**src/design/aia_pkg.sv**
```systemverilog
// constants, types and helpers for the analog input allocation register bank
package aia_pkg;

    // ****************************************
    // sizes
    // ****************************************
    localparam int NPARAM = 21;
    localparam int PW = 16;
    localparam int AW = 8;
    localparam int ADC_W = 12;

    // ****************************************
    // selector codes
    // ****************************************
    localparam logic [2:0] FN_NONE = 3'h0;
    localparam logic [2:0] FN_EXT_REF = 3'h1;
    localparam logic [2:0] FN_FEEDBACK = 3'h2;
    localparam logic [2:0] FN_OFFSET = 3'h3;
    localparam logic [2:0] FN_SETPOINT1 = 3'h4;
    localparam logic [31:0] FN_MAX = 32'h0000_0007;

    // ****************************************
    // parameter indices (word index = index + 1)
    // ****************************************
    localparam int IX_EXT_PPR = 0;
    localparam int IX_FB_PPR = 1;
    localparam int IX_AUX_PPR = 2;
    localparam int IX_P_EXT_MAX = 3;
    localparam int IX_P_FB_MAX = 4;
    localparam int IX_S_EXT_MAX = 5;
    localparam int IX_S_FB_MAX = 6;
    localparam int IX_P_AUX_MAX = 7;
    localparam int IX_S_AUX_MAX = 8;
    localparam int IX_ENG_FIRST = 9;
    localparam int IX_OFS_FIRST = 13;
    localparam int IX_OFS_LAST = 16;
    localparam int IX_SP_FIRST = 17;

    // ****************************************
    // byte offsets and word indices
    // ****************************************
    localparam logic [AW-1:0] OFS_FUNC_SELECT = 8'h00;
    localparam logic [AW-1:0] OFS_PARAM_BASE = 8'h04;
    localparam logic [AW-1:0] OFS_STATUS = 8'h58;
    localparam logic [AW-1:0] OFS_ANALOG = 8'h5C;
    localparam logic [5:0] WORD_STATUS = 6'h16;
    localparam logic [5:0] WORD_ANALOG = 6'h17;

    // ****************************************
    // forced values and reset values
    // ****************************************
    localparam logic [PW-1:0] FORCED_PPR = 16'h003C;
    localparam logic [PW-1:0] FORCED_MAX_SPEED = 16'h0FFF;
    localparam logic [ADC_W-1:0] FULL_SCALE_COUNT = 12'hFFF;
    localparam logic [PW-1:0] PARAM_RESET = 16'h0000;
    localparam logic [2:0] FUNC_RESET = 3'h0;

    typedef logic [NPARAM-1:0][PW-1:0] aia_param_vec_t;
    typedef logic [NPARAM-1:0] aia_mask_t;

    typedef struct packed {
        logic ext_ref_valid;
        logic feedback_valid;
        logic offset_valid;
        logic [3:0] setpoint_repl;
        logic [ADC_W-1:0] equiv_freq_hz;
    } aia_route_t;

    // which parameters a selector code takes over
    function automatic aia_mask_t aia_lock_mask(input logic [2:0] code);
        aia_mask_t m;
        m = '0;
        case (code)
            FN_EXT_REF: begin
                m[IX_EXT_PPR] = 1'b1;
                m[IX_P_EXT_MAX] = 1'b1;
                m[IX_S_EXT_MAX] = 1'b1;
            end
            FN_FEEDBACK: begin
                m[IX_FB_PPR] = 1'b1;
                m[IX_P_FB_MAX] = 1'b1;
            end
            FN_OFFSET: begin
                m[IX_P_AUX_MAX] = 1'b1;
                m[IX_S_AUX_MAX] = 1'b1;
            end
            default: begin
                m = '0;
            end
        endcase
        return m;
    endfunction : aia_lock_mask

endpackage : aia_pkg

```
**src/design/aia_analog_route.sv**
```systemverilog
// registered routing of the converter count to the allocated function
module aia_analog_route
    import aia_pkg::*;
(
    input wire logic core_clk, // system clock
    input wire logic rst_n, // synchronous reset, active low
    input wire logic [2:0] func_select, // current allocation code
    input wire logic [ADC_W-1:0] adc_count, // converter count
    output aia_route_t route // registered routing result
);

    logic [3:0] next_sp;

    always_comb begin
        next_sp = 4'h0;
        if (func_select >= FN_SETPOINT1) begin
            next_sp[2'(func_select - FN_SETPOINT1)] = 1'b1;
        end
    end

    always_ff @(posedge core_clk) begin
        if (!rst_n) begin
            route <= '0;
        end else begin
            route.ext_ref_valid <= (func_select == FN_EXT_REF);
            route.feedback_valid <= (func_select == FN_FEEDBACK);
            route.offset_valid <= (func_select == FN_OFFSET);
            route.setpoint_repl <= next_sp;
            // count is taken 1:1 as Hz, so full scale gives the forced 4095 maximum
            route.equiv_freq_hz <= adc_count;
        end
    end

endmodule : aia_analog_route

```
**src/design/aia_alloc_bank.sv**
```systemverilog
// apb register bank for analog input allocation and the parameters it governs
//
// Implementation choices: the APB interface to the registers and the address map.
module aia_alloc_bank
    import aia_pkg::*;
(
    input wire logic core_clk, // system clock, 20 MHz
    input wire logic rst_n, // synchronous reset, active low
    input wire logic psel, // apb select
    input wire logic penable, // apb enable
    input wire logic pwrite, // apb direction
    input wire logic [AW-1:0] paddr, // apb byte address
    input wire logic [31:0] pwdata, // apb write data
    output logic [31:0] prdata, // apb read data
    output logic pready, // apb ready
    output logic pslverr, // apb error
    input wire logic [ADC_W-1:0] adc_count, // analog converter count
    output logic [2:0] func_select, // stored allocation code
    output aia_param_vec_t params, // parameter values
    output aia_route_t route // analog routing
);

    // ****************************************
    // bus decode
    // ****************************************
    logic [5:0] word;
    logic aligned;
    logic param_hit;
    logic [4:0] pidx;
    logic access;
    logic wr;
    aia_mask_t locked;
    aia_mask_t new_lock;
    logic fsel_wr;
    logic fsel_ok;
    logic next_err;
    logic [31:0] next_rdata;
    logic last_reject;

    assign word = paddr[7:2];
    assign aligned = (paddr[1:0] == 2'h0);
    assign param_hit = aligned && (word >= 6'h01) && (word <= 6'(NPARAM));
    assign pidx = 5'(word - 6'h01);
    assign access = psel && penable && pready;
    assign wr = access && pwrite;
    assign locked = aia_lock_mask(func_select);
    assign fsel_wr = wr && aligned && (paddr == OFS_FUNC_SELECT);
    assign fsel_ok = (pwdata <= FN_MAX);
    assign new_lock = aia_lock_mask(pwdata[2:0]);

    // ****************************************
    // answer: registered at the setup edge, so pready rises in the access cycle
    // ****************************************
    always_comb begin
        next_err = 1'b0;
        next_rdata = 32'h0000_0000;
        if (!aligned) begin
            next_err = 1'b1;
        end else if (paddr == OFS_FUNC_SELECT) begin
            next_rdata = {29'h0, func_select};
            next_err = pwrite && !fsel_ok;
        end else if (param_hit) begin
            next_rdata = {16'h0, params[pidx]};
            next_err = pwrite && locked[pidx];
        end else if (word == WORD_STATUS) begin
            next_rdata = {last_reject, 10'h0, locked};
            next_err = pwrite;
        end else if (word == WORD_ANALOG) begin
            next_rdata = {20'h0, route.equiv_freq_hz};
            next_err = pwrite;
        end else begin
            next_err = 1'b1;
        end
    end

    always_ff @(posedge core_clk) begin
        if (!rst_n) begin
            pready <= 1'b0;
            pslverr <= 1'b0;
            prdata <= 32'h0000_0000;
        end else begin
            pready <= psel && !penable;
            pslverr <= psel && !penable && next_err;
            prdata <= (psel && !penable && !pwrite) ? next_rdata : 32'h0000_0000;
        end
    end

    // ****************************************
    // allocation code
    // ****************************************
    always_ff @(posedge core_clk) begin
        if (!rst_n) begin
            func_select <= FUNC_RESET;
        end else if (fsel_wr && fsel_ok) begin
            func_select <= pwdata[2:0];
        end
    end

    // sticky until the next accepted write; shows the last write was refused
    always_ff @(posedge core_clk) begin
        if (!rst_n) begin
            last_reject <= 1'b0;
        end else if (wr) begin
            last_reject <= pslverr;
        end
    end

    // ****************************************
    // parameter registers
    // ****************************************
    genvar g;
    generate
        for (g = 0; g < NPARAM; g++) begin : g_param
            logic own_wr;
            logic partner_clear;
            logic [PW-1:0] forced;
            assign forced = (g <= IX_AUX_PPR) ? FORCED_PPR : FORCED_MAX_SPEED;
            assign own_wr = wr && param_hit && (pidx == 5'(g)) && !locked[g];
            // positive and negative offsets of a pair are exclusive; pairs start at the first offset index
            assign partner_clear = (g >= IX_OFS_FIRST) && (g <= IX_OFS_LAST) && wr && param_hit
                && !locked[g] && (pidx == 5'(((g - IX_OFS_FIRST) ^ 1) + IX_OFS_FIRST))
                && (pwdata[PW-1:0] != PARAM_RESET);
            always_ff @(posedge core_clk) begin
                if (!rst_n) begin
                    params[g] <= PARAM_RESET;
                end else if (fsel_wr && fsel_ok && new_lock[g]) begin
                    params[g] <= forced;
                end else if (own_wr) begin
                    params[g] <= pwdata[PW-1:0];
                end else if (partner_clear) begin
                    params[g] <= PARAM_RESET;
                end
            end
        end
    endgenerate

    // ****************************************
    // analog routing
    // ****************************************
    aia_analog_route u_route (
        .core_clk(core_clk),
        .rst_n(rst_n),
        .func_select(func_select),
        .adc_count(adc_count),
        .route(route)
    );

endmodule : aia_alloc_bank

```
**config.mk**
```make
export PLATFORM = sky130hd
export DESIGN_NAME = aia_alloc_bank
export DESIGN_NICKNAME = d
export VERILOG_FILES = /design/src/design/aia_pkg.sv /design/src/design/aia_analog_route.sv /design/src/design/aia_alloc_bank.sv
export SDC_FILE = /design/constraint.sdc
export NUM_CORES = 1
export LEC_CHECK = 0
export CAP_MARGIN = 30
export CORE_AREA = 2 2 207 209
export DETAILED_ROUTE_END_ITERATION = 8
export DIE_AREA = 0 0 209 211
export DONT_BUFFER_PORTS = 1
export REMOVE_ABC_BUFFERS = 1
export SLEW_MARGIN = 20
export SYNTH_ARGS = -nofsm -noshare
export SYNTH_HDL_FRONTEND = slang
export SYNTH_SLANG_ARGS = --single-unit
export TNS_END_PERCENT = 100
```
**constraint.sdc**
```tcl
create_clock -name core_clk -period 10.45 [get_ports core_clk]
set_input_delay 1.045 -clock core_clk [delete_from_list [all_inputs] [get_ports core_clk]]
set_output_delay 1.045 -clock core_clk [all_outputs]
set_load 0.02 [all_outputs]
```
Word-level counts from Yosys, hierarchy flattened:

Cells that the tools add are included.

* multiplexer cells: 43
* magnitude comparators: 7
* equal/unequal tests: 28
* bitwise logic cells: 3
* $add $sub $neg: 2
* reduce and logical (&&, ||, !) cells: 82

Operators by type and width (number)
* $mux W16: 10
* $mux W12: 11
* $bmux W16 S5: 1
* $logic_and A1 B1 Y1: 51
* $eq A5 B4 Y1 const B: 8
* $le A32 B3 Y1 const B: 1
* $mux W32: 1
* $eq A5 B5 Y1 const B: 5
* $mux W6: 4
* $reduce_bool A2 Y1: 11
* $eq A5 B3 Y1 const B: 4
* $reduce_bool A16 Y1: 1
* $eq A3 B2 Y1 const B: 4
* $eq A6 B5 Y1 const B: 2
* $mux W1: 11
* $eq A5 B2 Y1 const B: 2
* $logic_not A8 Y1: 1
* $reduce_or A2 Y1: 4
* $logic_not A1 Y1: 7
* $eq A3 B1 Y1 const B: 2
* $ge A6 B1 Y1 const B: 1
* $le A6 B5 Y1 const B: 1
* $lt A5 B6 Y1 const B: 1
* $reduce_or A6 Y1: 1
* other kinds (17): 20

* logic and storage cells: 206
* bits in registers: 393
* output and inout port bits: 392
* input bits: 57

Depth between registers and ports, before layout:

* depth in word-level cells: 9
* depth in mapped cells: 16
* depth with buffers taken out: 8

By module:

A second synthesis with hierarchy kept.

* cells, all modules: 1547
* area total of the unflattened synthesis: 16507.1 um^2

Modules (own cells, without submodules)
* aia_alloc_bank: area each 15955.3 um^2, sequential area each 7186.9 um^2, cells each 1508, instances 1
* aia_analog_route: area each 551.8 um^2, sequential area each 380.4 um^2, cells each 39, instances 1

Least setup slack after synthesis:

Ideal clock, no wire load.

* path kind: input port to flip-flop
* from: input paddr[2]
* to: register params[55] (netlist name)
* arrival: 4.053 ns
* library setup time: 0.132 ns
* buffers on the path: 8
* stages on the path: 16
* path slack: 6.265 ns
* data required time: 10.318 ns
* cells stage by stage: buf_2 -> buf_4 -> buf_2 -> buf_2 -> inv_1 -> ha_1 -> buf_4 -> nor3b_4 -> xnor2_4 -> o2111ai_1 -> buf_4 -> nor4_2 -> buf_4 -> buf_8 -> mux2i_1 -> a21oi_1

* word-level cells in the longest chain between the ends: 7
* elaborated cells on any way between the ends: 15
* those cells by class: 1 x add/sub; 2 x order compare; 1 x eq/ne; 1 x mux; 10 x reduce/logical

Ends and longest elaborated chain
* start: declaration: line aia_alloc_bank.sv:12 `input wire logic [AW-1:0] paddr,`
* branches (longest 7 deep; another with $sub A5 B1 Y5)
* end signal: indexed assignment: line aia_alloc_bank.sv:127 `params[g] <= forced;`
* end signal: indexed assignment: line aia_alloc_bank.sv:129 `params[g] <= pwdata[PW-1:0];`
* end: declaration: line aia_alloc_bank.sv:19 `output aia_param_vec_t params,`

Several ways; the timed one is not identified.
A chain may end at the register's enable or synchronous reset.

Worst setup path in the final report:

* from: input paddr[2]
* to: register params[209] (netlist name)

* word-level cells in the longest chain between the ends: 7
* elaborated cells on any way between the ends: 13
* those cells by class: 1 x add/sub; 2 x order compare; 2 x eq/ne; 1 x mux; 7 x reduce/logical

Ends and longest elaborated chain
* branches (longest 7 deep; another with $sub A5 B1 Y5)

Several ways; the timed one is not identified.

==> results.toml <==
[synth]
synth-async-reset-ratio_pct = 0
ys_seq_elements = 378
yosysWarningCount = 0
synth.distinct_cells = 68
synth_commonest_cells = "dfxtp_1, nand2_1, nor2_1"
ys_seq_area_share_pct = 45.6
syn_inst = 1629
synth_edf_count = 0
synth.cell_area_sq_um = 16600
synth_top_area_share_pct = 45.6
synth.area.top_cells = "dfxtp_1, mux4_2, mux2i_1, a21oi_1, nand2_1"
synth_area_leader_cell = "dfxtp_1"
avgSynthCellArea_sq_um = 10.2
synth_most_common_cell = "dfxtp_1"
synth_ff_type = "dfxtp_1"

[sta]
fin_ws_ns = 6.42
hold_viol_final = 0
hold_ws_ns = 0.485
period_needed_ns = 4.03
final.period_utilization_pct = 38.6
fmax_mhz = 248
relSlewSlack_pct = 31.7
skew_ns = 0.0161
rsz0062_at_grt = "false"
tightest_slew_ns = 1.02
setup_viol = 0
slew_violations = 0
tns_ns = 0

[clock_tree]
clock_latency_ns = 0.56
postCtsHoldBufs = 0
path_clk_slew_ns = 0.06
numCtsBuffers = 43
clockBufferDepth = 3
cts-resized-gates = 0
clkSinkCount = 378
cts-root-buf = "clkbuf_16"
h-tree-depth = 2
cts_setup_buffers = 0
cts_tree = "yes"

[pwr]
p_per_area_nw_per_um2 = 169
finalPower_uw = 3110
peakVddDrop_mv = 0.107
power.leakage_uw = 0.00648

[route]
ant_nets = 0
via_per_inst = 6.29
drc = 0
wl_per_cell_um = 30.5
drt_iter0_drc = 1223
routed_wirelength_mm = 64.5
first_pass_iters = 5
routed-via-count = 13300

[setup_path]
worstSetupEndpointType = "flop"
cp.arrival_ns = 4.50
startpoint_type = "input port"
cp.required_ns = 10.91
critPathKind = "input port to flop"
crit_fanout = 90

[layout]
syn_to_final_growth_pct = 11.0
fillCellCount = 3917
fin_cells = 2116
regArea_sq_um = 7570
multi_input_area_sq_um = 8280
nets = 1615
drive_gt1_share_pct = 17.6

[placed_design]
pre_cts_ws_ns = 5.89
port_buffers = 0
gp_congestion = 0.875
dp_hpwl_mm = 44.3
dp.cells = 2039

[floorplanning]
design.die.area_sq_um = 44100
start_util_pct = 39.7
core_area_sq_um = 41800
dieWidth_um = 209
die_h_um = 211
ioPinCount = 449
rows = 75

[global_routing]
grt_pass1_vias = 12700
grtUsageTotal_pct = 28.4
grt_pass1_wl_mm = 91.8
grt_max_degree = 115
grt_overflow_total = 0
grt_antenna_before_repair = 0

[job]
cap_violations = 0

[worst_hold_path]
hold_class = "flop to flop"

[outcome]
status = "complete, no violations"
[layout make-up]
type | instances | area share [%]
Inverter | 14 | 0.313
Timing Repair Buffer | 40 | 2.45
Clock inverter | 10 | 0.999
Sequential cell | 378 | 41.1
Antenna cell | 1 | 0.0136
Tap cell | 539 | 3.66
Multi-Input combinational cell | 1076 | 44.9
Clock buffer | 58 | 6.54
[routing by layer]
layer / GRT usage (%) / up-vias / part of all wire [%]
li1: - / 5750 / -
met1: 33.7 / 6611 / 38
met2: 47.7 / 801 / 48
met3: 9.72 / 145 / 11
met4: 10.3 / 0 / 3.5
met5: 0 / - / 0
[metrics by stage]
step	area [sq um]	util [%]
2_1_floorplan	15800	-
3_3_place_gp	16700	40.1
3_5_place_dp	16900	40.4
4_1_cts	18200	43.7
5_1_grt	18400	44.1
6_report	18400	44.1
[final timing paths]
path,depth (start not counted),start,slack (ns),to
max reg2reg,6,pready,7.64,params[209]
min,2,last_reject,0.48,prdata[31]
min reg2reg,2,last_reject,0.48,prdata[31]
max,9,paddr[2],6.42,params[209]
[report_power, final]
group	switching, uW	internal (uW)
registers	6.41	1440
clock network	602	924
logic	95.9	42.4
[worst max-delay path, cell delays in order]
cell and delay (ns):
inv_1 0.17, ha_1 0.54, nor3b_4 0.40, xnor2_4 0.36
o2111ai_1 0.21, buf_4 0.26, nor2_1 0.38, nand2_1 0.67
o2bb2ai_1 0.39
[cell usage in the layout, fill, tap and decap left out, types with 13 or more instances in the layout]
cell,count
nor2_1,163
buf_4,25
conb_1,15
clkbuf_16,45
a21oi_1,148
and2_1,14
mux4_2,81
a221oi_1,15
o2bb2ai_1,49
nand2_1,181
a32o_1,16
nand3_1,22
dfxtp_1,378
inv_1,13
a211oi_1,16
mux2i_1,148
o21ai_0,19
a31o_2,58
[flip-flops by register name, summed over array words and instances (netlist names)]
name	count
u_route.route	19
pslverr	1
pready	1
params	336
prdata	17
func_select	3
last_reject	1
[logic make-up (layout without fill, tap and decap cells)]
logic type	after synthesis	after routing	share of synthesized area, %
other	1	16	0.0226
buffers and inverters	189	122	5.46
and+or+nand+nor	449	449	12.1
AOI/OAI and AO/OA	371	371	16.0
xor gates and xnor gates	4	4	0.324
adders and majority gates	5	5	0.377
DFF	378	378	45.6
muxes	232	232	20.1
Power figures use the tool's default switching activity.
